$ cat src/core/hbc_defs.svh
/*
 * Timing and encoding constants for the bridge output control block.
 * Assumes a 125 MHz system clock; all times are converted to cycles by the hbc_ctrl parameter defaults.
 */
`ifndef HBC_DEFS_SVH
`define HBC_DEFS_SVH

`define HBC_CLK_MHZ 125
`define HBC_NS_PER_US 1000
`define HBC_BLANK_US 32
`define HBC_WARN_MULT 8
`define HBC_SC_FILT_NS 2000
`define HBC_OL_DISCH_US 100
`define HBC_OL_FILT_US 200
`define HBC_CNT_W 16
`define HBC_SLEW_BYPASS 3'h0

`endif

$ cat src/core/hbc_pkg.sv
/*
 * Types shared by the bridge output control block.
 * Assumes nothing beyond a SystemVerilog compiler.
 */
package hbc_pkg;
    typedef enum logic [1:0] {CL_IDLE, CL_BLANK, CL_MEAS, CL_HOLD} hbc_cl_t;
    typedef enum logic [1:0] {OL_IDLE, OL_DISCH, OL_PULL} hbc_ol_t;
    typedef enum logic [3:0] {
        SRC_NONE, SRC_MASTER_OUTPUT_PIN, SRC_DIS, SRC_UV, SRC_EN, SRC_SC, SRC_OT, SRC_OV, SRC_OC
    } hbc_src_t;
endpackage

$ cat src/core/hbc_ctrl.sv
/*
 * Output control of a two-leg bridge driver: input mapping, fault priority,
 * current-limit cycle, standby and active open-load checks, short latching.
 * Assumes all inputs are synchronous to sys_clk_i; comparators are outside.
 */
`timescale 1ns/10ps
`include "hbc_defs.svh"

// Behaviour
// - Half-bridge direct: input A drives A, B drives B.
// - H-bridge direct: input A direction, B is PWM.
// - SPI mode uses virtual inputs instead of pins.
// - Active recirculation; never both transistors of one leg.
// - Half-bridge: no current limit, open load, OV action.
// - Half-bridge shorts shut down each output separately.
// - H-bridge fault priority: ground short, OT, OV, supply short, OC ordering.
// - Enable, disable pin, gate bit each force off, except while the standby open-load test runs.
// - Half-bridge priority: enable, disable, UV, gate, OT.
// - Selectable edge rate with fast bypass setting.
// - Four current thresholds; over limit sets overcurrent flag.
// - Blanking, then high-side recirculation for twice decay.
// - Decay measured until below limit, held as long again, then release gates.
// - Temperature warning stretches blanking eight times, latched.
// - On ignored above limit; off acts and resets.
// - Standby open-load test only in H-bridge, in or leaving standby.
// - Test starts leaving standby or on check-bit rise.
// - Stage one: both low sides on, shorts active.
// - Stage two: pull-up on A, sample, then restore.
// - Active open load: H-bridge, switching, no overshoot.
// - Active result held; cleared on load seen or leaving.
// - Filtered short switches off, latches until fault clear.
module hbc_ctrl
    import hbc_pkg::*;
#(
    parameter int CW = `HBC_CNT_W,
    parameter int BLANK_CYC = `HBC_BLANK_US * `HBC_CLK_MHZ,
    parameter int WARN_BLANK_CYC = `HBC_BLANK_US * `HBC_WARN_MULT * `HBC_CLK_MHZ,
    parameter int SC_FILT_CYC =
        (`HBC_SC_FILT_NS * `HBC_CLK_MHZ + `HBC_NS_PER_US - 1) / `HBC_NS_PER_US,
    parameter int OL_DISCH_CYC = `HBC_OL_DISCH_US * `HBC_CLK_MHZ,
    parameter int OL_FILT_CYC = `HBC_OL_FILT_US * `HBC_CLK_MHZ
) (
    input wire logic sys_clk_i,
    input wire logic rst_b_i,
    input wire logic direct_input_a_i,
    input wire logic direct_input_b_i,
    input wire logic virtual_input_a_i,
    input wire logic virtual_input_b_i,
    input wire logic spi_mode_i,
    input wire logic half_bridge_i,
    input wire logic master_output_pin_i,
    input wire logic output_kill_pin_i,
    input wire logic out_gate_en_i,
    input wire logic overheat_fault_i,
    input wire logic heat_warning_i,
    input wire logic supply_high_fault_i,
    input wire logic supply_low_fault_i,
    input wire logic over_limit_i,
    input wire logic short_low_a_det_i,
    input wire logic short_low_b_det_i,
    input wire logic short_high_a_det_i,
    input wire logic short_high_b_det_i,
    input wire logic fault_clear_i,
    input wire logic idle_state_i,
    input wire logic load_check_request_i,
    input wire logic pin_a_above_i,
    input wire logic overshoot_threshold_hit_i,
    input wire logic [2:0] slew_sel_i,
    input wire logic [1:0] current_cap_sel_i,
    output logic high_a_o,
    output logic low_a_o,
    output logic high_b_o,
    output logic low_b_o,
    output logic pullup_a_o,
    output logic [2:0] slew_sel_o,
    output logic slew_bypass_o,
    output logic [1:0] current_cap_sel_o,
    output logic overcurrent_flag_o,
    output logic short_low_a_o,
    output logic short_low_b_o,
    output logic short_high_a_o,
    output logic short_high_b_o,
    output logic open_load_o,
    output logic supply_high_warn_o,
    output logic limit_active_o,
    output hbc_src_t dominant_src_o
);

    hbc_cl_t cl_st_ff, nxt_cl;
    hbc_ol_t ol_st_ff, nxt_ol;
    hbc_src_t dom;
    logic [CW-1:0] meas_cnt_ff, blank_cyc_ff, blank_len_ff;
    logic [CW-1:0] sc_cnt_ff [4];
    logic sc_flag_ff [4];
    logic oc_flag_ff, ol_idle_state_ff, ol_act_ff, win_ff, seen_ff;
    logic idle_prev_ff, lcr_prev_ff;
    logic cl_zero, ol_zero;

    // Short filtering and latching, one lane per comparator
    wire [3:0] sc_det = {short_high_b_det_i, short_high_a_det_i,
                         short_low_b_det_i, short_low_a_det_i};
    generate
        for (genvar g = 0; g < 4; g++) begin : g_sc
            wire hit = sc_det[g] && (sc_cnt_ff[g] == CW'(SC_FILT_CYC - 1));
            always_ff @(posedge sys_clk_i) begin
                if (!rst_b_i) begin
                    sc_cnt_ff[g] <= '0;
                    sc_flag_ff[g] <= 1'b0;
                end else begin
                    sc_cnt_ff[g] <= (sc_det[g] && !hit) ? sc_cnt_ff[g] + 1'b1 : '0;
                    sc_flag_ff[g] <= hit | (sc_flag_ff[g] & ~fault_clear_i);
                end
            end
        end
    endgenerate
    wire sc_a = sc_flag_ff[0] | sc_flag_ff[2];
    wire sc_b = sc_flag_ff[1] | sc_flag_ff[3];
    wire sc_gnd = sc_flag_ff[0] | sc_flag_ff[1];
    wire sc_pwr = sc_flag_ff[2] | sc_flag_ff[3];
    wire sc_any = sc_a | sc_b;

    // Input selection and leg commands
    wire in_a = spi_mode_i ? virtual_input_a_i : direct_input_a_i;
    wire in_b = spi_mode_i ? virtual_input_b_i : direct_input_b_i;
    wire hb_a_high = half_bridge_i ? in_a : (in_b & in_a);
    wire hb_b_high = half_bridge_i ? in_b : (in_b & ~in_a);

    // Disable sources and priority resolution
    wire off_master_output_pin = ~master_output_pin_i;
    wire off_dis = output_kill_pin_i;
    wire off_en = ~out_gate_en_i;
    wire oc_act = (cl_st_ff != CL_IDLE);
    assign dom = off_master_output_pin ? SRC_MASTER_OUTPUT_PIN : off_dis ? SRC_DIS :
                 supply_low_fault_i ? SRC_UV : off_en ? SRC_EN :
                 half_bridge_i ? (overheat_fault_i ? SRC_OT : sc_any ? SRC_SC : SRC_NONE) :
                 sc_gnd ? SRC_SC : overheat_fault_i ? SRC_OT :
                 supply_high_fault_i ? SRC_OV : sc_pwr ? SRC_SC :
                 oc_act ? SRC_OC : SRC_NONE;

    wire ol_run = (ol_st_ff != OL_IDLE);
    wire recirc = (cl_st_ff == CL_MEAS) | (cl_st_ff == CL_HOLD);
    wire force_off = (dom inside {SRC_MASTER_OUTPUT_PIN, SRC_DIS, SRC_UV, SRC_EN, SRC_OT}) |
                     (~half_bridge_i & dom == SRC_SC) | idle_state_i;
    wire brake = ~half_bridge_i & ((dom == SRC_OV) | (recirc & in_b & dom == SRC_OC));
    wire kill_a = force_off | (half_bridge_i & sc_a);
    wire kill_b = force_off | (half_bridge_i & sc_b);
    // In H-bridge mode an on command is not honoured while the current is still above the limit
    wire block_on = ~half_bridge_i & over_limit_i & ~(high_a_o | high_b_o) &
                    (cl_st_ff == CL_IDLE);
    wire drv_a = hb_a_high & ~block_on;
    wire drv_b = hb_b_high & ~block_on;
    // High and low of a leg come from exclusive terms, so the two transistors never overlap
    wire nxt_high_a = ~ol_run & ~kill_a & (brake | drv_a);
    wire nxt_low_a = ol_run ? (ol_st_ff == OL_DISCH) : (~kill_a & ~brake & ~drv_a);
    wire nxt_high_b = ~ol_run & ~kill_b & (brake | drv_b);
    wire nxt_low_b = ol_run | (~kill_b & ~brake & ~drv_b);

    // Current-limit cycle
    wire cl_start = ~half_bridge_i & ~idle_state_i & in_b & over_limit_i & ~sc_any &
                    (high_a_o | high_b_o);
    wire cl_abort = half_bridge_i | idle_state_i | ~in_b | sc_any;
    wire [CW-1:0] blank_len = heat_warning_i ? CW'(WARN_BLANK_CYC) : CW'(BLANK_CYC);
    wire cl_load = ((cl_st_ff == CL_IDLE) & (nxt_cl == CL_BLANK)) |
                   ((cl_st_ff == CL_MEAS) & (nxt_cl == CL_HOLD));
    wire [CW-1:0] cl_load_val = (cl_st_ff == CL_IDLE) ? blank_len - 1'b1 : meas_cnt_ff;
    wire [CW-1:0] nxt_meas = (cl_st_ff != CL_MEAS) ? '0 :
                             (&meas_cnt_ff) ? meas_cnt_ff : meas_cnt_ff + 1'b1;

    always_comb begin
        nxt_cl = cl_st_ff;
        unique case (cl_st_ff)
            CL_IDLE: if (cl_start) nxt_cl = CL_BLANK;
            CL_BLANK: begin
                if (cl_abort) nxt_cl = CL_IDLE;
                else if (cl_zero) nxt_cl = CL_MEAS;
            end
            CL_MEAS: begin
                if (cl_abort) nxt_cl = CL_IDLE;
                else if (!over_limit_i) nxt_cl = CL_HOLD;
            end
            CL_HOLD: if (cl_abort || cl_zero) nxt_cl = CL_IDLE;
        endcase
    end

    hbc_timer #(.W(CW)) u_cl_tmr (
        .sys_clk_i(sys_clk_i),
        .rst_b_i(rst_b_i),
        .load_i(cl_load),
        .load_val_i(cl_load_val),
        .zero_o(cl_zero)
    );

    // Standby open-load test
    wire ol_start = ~half_bridge_i & load_check_request_i & ~ol_run & ~sc_any &
                    ((idle_prev_ff & ~idle_state_i) | (idle_state_i & ~lcr_prev_ff));
    wire ol_load = ol_start | ((ol_st_ff == OL_DISCH) & (nxt_ol == OL_PULL));
    wire [CW-1:0] ol_load_val = ol_start ? CW'(OL_DISCH_CYC - 1) : CW'(OL_FILT_CYC - 1);
    wire ol_latch = (ol_st_ff == OL_PULL) & ol_zero & ~sc_any;
    wire nxt_ol_idle_state = (ol_latch & pin_a_above_i) | (ol_idle_state_ff & ~fault_clear_i);

    always_comb begin
        nxt_ol = ol_st_ff;
        unique case (ol_st_ff)
            OL_IDLE: if (ol_start) nxt_ol = OL_DISCH;
            OL_DISCH: begin
                if (sc_any) nxt_ol = OL_IDLE;
                else if (ol_zero) nxt_ol = OL_PULL;
            end
            OL_PULL: if (sc_any || ol_zero) nxt_ol = OL_IDLE;
            default: nxt_ol = OL_IDLE;
        endcase
    end

    hbc_timer #(.W(CW)) u_ol_tmr (
        .sys_clk_i(sys_clk_i),
        .rst_b_i(rst_b_i),
        .load_i(ol_load),
        .load_val_i(ol_load_val),
        .zero_o(ol_zero)
    );

    // Active open-load window: a low side is off while the bridge drives
    wire act_en = ~half_bridge_i & ~idle_state_i & ~ol_run;
    wire win = act_en & ~(low_a_o & low_b_o) & (high_a_o | high_b_o);
    wire nxt_seen = win & (seen_ff | overshoot_threshold_hit_i);
    wire nxt_ol_act = ~act_en ? 1'b0 : (win_ff & ~win) ? ~seen_ff : ol_act_ff;
    wire nxt_oc = (over_limit_i & ~half_bridge_i & ~idle_state_i) |
                  (oc_flag_ff & ~fault_clear_i);

    always_ff @(posedge sys_clk_i) begin
        if (!rst_b_i) begin
            cl_st_ff <= CL_IDLE;
            ol_st_ff <= OL_IDLE;
            meas_cnt_ff <= '0;
            oc_flag_ff <= 1'b0;
            ol_idle_state_ff <= 1'b0;
            ol_act_ff <= 1'b0;
            win_ff <= 1'b0;
            seen_ff <= 1'b0;
            idle_prev_ff <= 1'b0;
            lcr_prev_ff <= 1'b0;
        end else begin
            cl_st_ff <= nxt_cl;
            ol_st_ff <= nxt_ol;
            meas_cnt_ff <= nxt_meas;
            oc_flag_ff <= nxt_oc;
            ol_idle_state_ff <= nxt_ol_idle_state;
            ol_act_ff <= nxt_ol_act;
            win_ff <= win;
            seen_ff <= nxt_seen;
            idle_prev_ff <= idle_state_i;
            lcr_prev_ff <= load_check_request_i;
        end
    end

    always_ff @(posedge sys_clk_i) begin
        if (!rst_b_i) begin
            high_a_o <= 1'b0;
            low_a_o <= 1'b0;
            high_b_o <= 1'b0;
            low_b_o <= 1'b0;
            pullup_a_o <= 1'b0;
            slew_sel_o <= '0;
            slew_bypass_o <= 1'b0;
            current_cap_sel_o <= '0;
            open_load_o <= 1'b0;
            supply_high_warn_o <= 1'b0;
            limit_active_o <= 1'b0;
            dominant_src_o <= SRC_NONE;
        end else begin
            high_a_o <= nxt_high_a;
            low_a_o <= nxt_low_a;
            high_b_o <= nxt_high_b;
            low_b_o <= nxt_low_b;
            pullup_a_o <= (ol_st_ff == OL_PULL); // Same stage timing as the leg commands
            slew_sel_o <= slew_sel_i;
            slew_bypass_o <= (slew_sel_i == `HBC_SLEW_BYPASS);
            current_cap_sel_o <= current_cap_sel_i;
            open_load_o <= nxt_ol_idle_state | nxt_ol_act;
            supply_high_warn_o <= supply_high_fault_i;
            limit_active_o <= (nxt_cl != CL_IDLE);
            dominant_src_o <= dom;
        end
    end

    assign overcurrent_flag_o = oc_flag_ff;
    assign short_low_a_o = sc_flag_ff[0];
    assign short_low_b_o = sc_flag_ff[1];
    assign short_high_a_o = sc_flag_ff[2];
    assign short_high_b_o = sc_flag_ff[3];

    // Checks
    always_ff @(posedge sys_clk_i) begin
        if (!rst_b_i) begin
            blank_cyc_ff <= '0;
            blank_len_ff <= '0;
        end else begin
            blank_cyc_ff <= (cl_st_ff == CL_BLANK) ? blank_cyc_ff + 1'b1 : '0;
            if (cl_load && cl_st_ff == CL_IDLE) blank_len_ff <= blank_len;
        end
    end
    wire quiet = (dom == SRC_NONE) & ~idle_state_i & ~ol_run & ~sc_any;
endmodule // hbc_ctrl

$ cat src/core/hbc_timer.sv
/*
 * Loadable down counter used for blanking, recirculation hold and test stages.
 * Assumes the caller loads the wanted cycle count minus one.
 */
`timescale 1ns/10ps
module hbc_timer #(
    parameter int W = 16
) (
    input wire logic sys_clk_i,
    input wire logic rst_b_i,
    input wire logic load_i,
    input wire logic [W-1:0] load_val_i,
    output logic zero_o
);
    logic [W-1:0] cnt_ff;
    logic [W-1:0] nxt_cnt;

    assign nxt_cnt = load_i ? load_val_i : (cnt_ff != '0) ? cnt_ff - 1'b1 : cnt_ff;
    assign zero_o = (cnt_ff == '0);

    always_ff @(posedge sys_clk_i) begin
        if (!rst_b_i) begin
            cnt_ff <= '0;
        end else begin
            cnt_ff <= nxt_cnt;
        end
    end
endmodule // hbc_timer

$ cat config.mk
export PLATFORM = sky130hd
export DESIGN_NAME = hbc_ctrl
export DESIGN_NICKNAME = d
export VERILOG_FILES = /design/src/core/hbc_pkg.sv /design/src/core/hbc_ctrl.sv /design/src/core/hbc_timer.sv
export VERILOG_INCLUDE_DIRS = /design/src /design/src/core
export SDC_FILE = /design/constraint.sdc
export NUM_CORES = 1
export LEC_CHECK = 0
export BUFFER_PORTS_ARGS = -buffer_cell sky130_fd_sc_hd__buf_2
export CAP_MARGIN = 15
export CORE_ASPECT_RATIO = 0.7
export CORE_MARGIN = 3
export CORE_UTILIZATION = 60
export DETAILED_ROUTE_END_ITERATION = 6
export PLACE_DENSITY = 0.89
export SLEW_MARGIN = 5
export SYNTH_ARGS = -nofsm -noshare
export SYNTH_HDL_FRONTEND = slang
export SYNTH_SLANG_ARGS = --single-unit
$ cat constraint.sdc
create_clock -name sys_clk_i -period 4.1 [get_ports sys_clk_i]
set_input_delay 0.41 -clock sys_clk_i [delete_from_list [all_inputs] [get_ports sys_clk_i]]
set_output_delay 0.41 -clock sys_clk_i [all_outputs]
set_load 0.05 [all_outputs]
Word-level counts from Yosys, hierarchy flattened
Memory sizes are Yosys's and may differ from the RTL's.
Index checks and enable logic that the tools add are counted.
{"block": "word_totals", "n_memories": 2, "latchBits": 0, "out_inout_bits": 23, "input_bits": 30, "romBits": 0, "regBits": 77, "ram_bits": 68}
{"name": "sc_cnt_ff", "depth": 4, "width": 16, "rd": 4, "rd_clocked_by_memory_dff": 0, "wr": 4, "line_no": "hbc_ctrl.sv:93", "source": "logic [CW-1:0] sc_cnt_ff [4];"}
{"name": "sc_flag_ff", "depth": 4, "width": 1, "rd": 4, "rd_clocked_by_memory_dff": 0, "wr": 4, "line_no": "hbc_ctrl.sv:94", "source": "logic sc_flag_ff [4];"}
{"block": "classes", "n_mux": 52, "bitwise": 107, "shifts": 0, "n_reduce_logical": 29, "n_lt_le_gt_ge": 0, "mul": 0, "addsub": 8, "div": 0, "eq_ne": 21}
{"operator": "16-bit two-way mux", "n": 13}
{"operator": "16-bit by 1-bit adder with 16-bit output, second input constant", "n": 5}
{"operator": "16-bit by 8-bit == test with 1-bit output, second input constant", "n": 4}
{"operator": "1-bit AND", "n": 51}
{"operator": "4-bit two-way mux", "n": 10}
{"operator": "1-bit bitwise OR", "n": 37}
{"operator": "16-bit logical NOT", "n": 2}
{"operator": "16-bit nonzero test", "n": 2}
{"operator": "16-bit by 1-bit subtractor with 16-bit output, second input constant", "n": 2}
{"operator": "15-bit two-way mux", "n": 2}
{"operator": "2-bit two-way mux", "n": 10}
{"operator": "1-bit inverter", "n": 19}
{"operator": "4-bit by 3-bit == test with 1-bit output, second input constant", "n": 4}
{"operator": "16-bit AND reduction", "n": 1}
{"operator": "15-bit by 1-bit subtractor with 16-bit output, second input constant", "n": 1}
{"operator": "1-bit two-way mux", "n": 13}
{"operator": "2-bit == test, second input constant", "n": 5}
{"operator": "2-bit nonzero test", "n": 5}
{"operator": "4-bit by 2-bit == test with 1-bit output, second input constant", "n": 2}
{"operator": "1-bit logical AND", "n": 8}
{"operator": "2-bit case mux with 4 select lines", "n": 1}
{"operator": "2-bit by 1-bit == test with 1-bit output, second input constant", "n": 3}
{"operator": "3-bit two-way mux", "n": 2}
{"operator": "2-bit case mux with 3 select lines", "n": 1}
{"operator": "other kinds (9)", "n": 14}

Depth between registers and ports, before layout
{"block": "depth", "word_depth": 20, "ltp_mapped": 8, "ltp_nobuf": 7}

Hierarchy
A second synthesis with hierarchy kept.
{"block": "hier_totals", "cells_unflattened": 832, "hier_area_um2": 7191.9}
{"module": "hbc_ctrl", "area_each_um2": 5293.8, "cells_each": 616, "n_inst": 1}
{"module": "hbc_timer at u_ol_tmr", "area_each_um2": 952.2, "cells_each": 103, "n_inst": 1}
{"module": "hbc_timer at u_cl_tmr", "area_each_um2": 945.9, "cells_each": 113, "n_inst": 1}

Worst setup path after synthesis
Ideal clock, no wire load.
{"block": "synth_timing", "path_kind": "register -> register", "from": "mem sc_flag_ff[0]", "to": "reg u_ol_tmr.cnt_ff[9]", "synth_period_minus_slack_ns": 2.397, "path_stages_with_launch": 6, "slack_ns": 1.703, "arrival_ns": 2.278, "path_buffers": 0, "path_cell_list": "dfxtp_1 -> or4_1 -> o41ai_1 -> a31oi_1 -> or4b_1 -> nand2_1"}
{"element": "from (decl)", "line_no": "hbc_ctrl.sv:94"}
{"element": "to (signal assigned)", "line_no": "hbc_timer.sv:25", "source": "cnt_ff <= nxt_cnt;"}
{"element": "to (decl)", "line_no": "hbc_timer.sv:15", "source": "logic [W-1:0] cnt_ff;"}

Worst setup path after layout
{"block": "layout_timing", "from": "reg u_ol_tmr.cnt_ff[0]", "to": "reg u_ol_tmr.cnt_ff[11]"}
{"block": "layout_between", "elab_chain_cells": 8, "elab_cells_between_ends": 14, "cone_classes": "1 x add/sub; 1 x eq/ne; 6 x mux; 2 x bitwise; 4 x reduce/logical"}
{"element": "16-bit logical NOT", "line_no": "hbc_timer.sv:19", "source": "assign zero_o = (cnt_ff == '0);"}
{"element": "2-bit two-way mux or 1-bit logical OR (tied branches)", "line_no": "hbc_ctrl.sv:207, hbc_ctrl.sv:209"}
{"element": "2-bit two-way mux (on tied branches)", "line_no": "hbc_ctrl.sv:206, hbc_ctrl.sv:209"}
{"element": "2-bit case mux with 3 select lines", "line_no": "hbc_ctrl.sv:203", "source": "unique case (ol_st_ff)"}
{"element": "2-bit == test", "line_no": "hbc_ctrl.sv:196", "source": "wire ol_load = ol_start | ((ol_st_ff == OL_DISCH) & (nxt_ol == OL_PULL));"}
{"element": "1-bit AND", "line_no": "hbc_ctrl.sv:196"}
{"element": "1-bit bitwise OR", "line_no": "hbc_ctrl.sv:196"}
{"element": "16-bit two-way mux or 2-bit nonzero test (tied branches)"}
Several ways; a longest one is shown, not always the timed one. The select of a mux whose other input is x is not followed.
A chain may end at the register's enable or synchronous reset.

==> impl_results.md <==
* RSZ-0062 raised after global routing: no
* Relative slew slack at 44.7%
* Die area at 0.0124 mm2
* Comb power frac at 25.9%
* Critical path class: register to register
* Final wirelength at 16,700 um
* Worst clock skew at 0.00940 ns
* Internal reg-to-reg setup slack at 1.52 ns
* Post-CTS Hold Fix Bufs at 0
* Setup TNS at 0 ns
* Crit path launch type: register
* CTS sink count at 145
* Pint at 2.82 mW
* Commonest non-fill, non-tap cells in the layout: 145 x dfxtp_1, 128 x nor2_1, 59 x nand2_1
* Post-DP HPWL at 11,600 um
* Slowest CP cell: or4b_2
* Row cnt at 31
* Seq pwr share at 39.6%
* Port bufs at 52
* PD cells at 556 mW/mm2
* Fin. max-slew vios at 0
* DRT Pass-1 Iters at 5
* Total of warnings raised by yosys at 0
* Critical Path Max Stage Delay at 0.64 ns
* Total CTS buffers at 17
* H-tree depth at 4
* Post-route cell area at 0.00762 mm2
* Clk pwr share at 34.5%
* Leak pwr at 2.78 nW
* Layout area overhead at 14.3%
* Layout Nets at 870
* Worst hold path class: primary input to register
* Final std cells w/o fill at 991
* Post-layout power at 4.24 mW
* Worst-path cell chain: inv_1 -> ha_1 -> or4b_2 -> nor2_1 -> nor4b_2 -> nor4_1 -> mux2i_1
* Reg2reg start: u_ol_tmr.cnt_ff[0]$_SDFFE_PN0P_
* Avg WL per Cell at 16.8 um
* Final global-route overflow total at 0
* EDFF count, synth at 0
* Crit path max fanout at 7
* # Post-CTS Setup Buffers at 0
* Critical Path AT at 2.87 ns
* WHS Path Cells at 2
* Synth Instances at 775
* Net Sw Frac at 33.4%
* Post-placement cell area at 0.00705 mm2
* Register area share after synthesis at 43.6%
* Yosys cell types at 61
* Worst endpoint required time at 4.39 ns
* Resize count post-CTS at 0
* WHS Endpoint: slew_bypass_o$_SDFF_PN0_
* Placed cells at 957
* Fmax at 0.388 GHz
* Sw power at 1.41 mW
* Clk root buf: clkbuf_16
* Worst r2r dst: u_ol_tmr.cnt_ff[11]$_SDFFE_PN0P_
* Status: finished, final reports clean
* First-pass GRT wire length at 27,400 um
* Commonest non-fill, non-tap cell in the layout: dfxtp_1
* Mean Syn Cell Area at 8.60 um2
* Vias/cell at 6.09
* Worst path top cell family by delay: simple AND/OR/NAND/NOR gates
* Seq cells post-synth at 145
* Worst IR Drop VDD at 0.382 mV
* Async SR Flop Fraction at 0%
* Ports at 53
* Final worst slack at 1.52 ns
* Worst Max-Slew Pin Slew at 0.829 ns
* Vias at 6,034
* Clk pin slew, worst setup/hold paths at 0.06 ns
* CP endpoint kind: register
* Dpl ws at 1.50 ns
* Core Area at 0.0106 mm2
* CTS tree: yes
* Max cap viols at 0
* DRC Markers at 0
* Final Hold Viols at 0
* # setup viols final at 0
* Mapped Nets at 817
* Largest net degree at the start of global routing at 35
* Die W at 132 um
* Max clock buf depth at 2
* ANT nets after route at 0
* Crit path buf inv count at 1
* WHS at 0.158 ns
* Main synth FF type: dfxtp_1
* Share of cells above drive strength 1 at 13.1%
* Total Routing Usage GR at 27.3%
* Finished Core Util at 71.9%
* Die height at 94.2 um
* Post-route minimum period at 2.58 ns
* Hold Path Origin: slew_sel_i[2]
* Final period utilization at 62.9%
* Initial Utilization at 62.9%
* Reg2Reg Depth at 7
* Number of global-route vias before repair at 5,863
* Clk_lat worst skew at 0.43 ns
* Post-synthesis cell area at 0.00666 mm2
* Initial antenna violation count at 3
* DR iter-0 viols at 405
* GPL Wtd Cong at 0.934
how the worst max path moves through the flow:
stage	startpoint	end	slack [ns]	cells after the start
CTS	u_ol_tmr.cnt_ff[0]$_SDFFE_PN0P_	u_ol_tmr.cnt_ff[11]$_SDFFE_PN0P_	1.57	7
global route	u_ol_tmr.cnt_ff[0]$_SDFFE_PN0P_	u_ol_tmr.cnt_ff[11]$_SDFFE_PN0P_	1.38	7
global placement	half_bridge_i	u_ol_tmr.cnt_ff[2]$_SDFFE_PN0P_	1.63	6
detailed placement	half_bridge_i	u_ol_tmr.cnt_ff[2]$_SDFFE_PN0P_	1.50	6
finish	u_ol_tmr.cnt_ff[0]$_SDFFE_PN0P_	u_ol_tmr.cnt_ff[11]$_SDFFE_PN0P_	1.52	7
floorplan	sc_flag_ff[0]$_DFF_P_	u_ol_tmr.cnt_ff[9]$_SDFFE_PN0P_	1.70	5
synthesized netlist by cell type, drive strengths merged (8+ instances only):
master	number	area share (%)
a21oi	32	2.4
a31oi	9	0.85
and2	17	1.6
and3	10	0.96
clkbuf	16	0.90
dfxtp	145	44
ha	12	2.3
inv	17	0.96
nand2	59	3.3
nand3	37	2.8
nand4	12	1.1
nor2	128	7.2
nor2b	15	1.4
nor3	18	1.4
nor4	24	2.6
o21ai	25	1.9
or3	8	0.83
or4	13	1.5
xnor2	40	5.3
xor2	42	5.5
registers in the layout, summed over array words and instances, names as in the netlist, 2 cells and up:
| name | flops |
|---|---|
| current_cap_sel_o | 2 |
| u_cl_tmr.cnt_ff | 16 |
| sc_cnt_ff | 64 |
| dominant_src_o | 4 |
| ol_st_ff | 2 |
| sc_flag_ff | 4 |
| cl_st_ff | 2 |
| meas_cnt_ff | 16 |
| u_ol_tmr.cnt_ff | 16 |
| slew_sel_o | 3 |
final cells by class:
cell class | count | area [um2]
Clock inverter | 14 | 123
Sequential cell | 145 | 2900
Clock buffer | 18 | 439
Tap cell | 148 | 185
Inverter | 17 | 63.8
Antenna cell | 2 | 5.00
Fill cell | 771 | 2970
Multi-Input combinational cell | 592 | 3610
Timing Repair Buffer | 55 | 283
power by group through the flow:
stage          clock network, mW  logic, mW  registers, mW
6_report                    1.46       1.10           1.68
5_1_grt                     1.54       1.20           1.69
4_1_cts                     1.47       1.08           1.67
3_5_place_dp                   0       1.05           1.70
3_3_place_gp                   0       1.00           1.69
2_1_floorplan                  0      0.832           1.69
layer usage:
layer  share of wire (%)  up-vias  GRT usage (%)  wire length [um]
met5                0.16        -              0                27
met4                 2.7        4           12.8               451
met3                 8.7       52           8.08              1450
met2                  46      294           45.1              7700
met1                  42     2833           33.0              7060
li1                    -     2851              -                 -
cell families (layout without fill, tap and decap cells):
group | Yosys count | after routing | synth area share (%)
DFF | 145 | 145 | 43.6
adders and majority gates | 12 | 12 | 2.25
and+or+nand+nor | 375 | 375 | 28.9
buffers and inverters | 38 | 104 | 2.18
muxes | 9 | 9 | 1.43
xor gates and xnor gates | 82 | 82 | 10.8
other | 0 | 2 | 0
AOI/OAI and AO/OA | 114 | 114 | 10.9
Power figures use the tool's default switching activity.
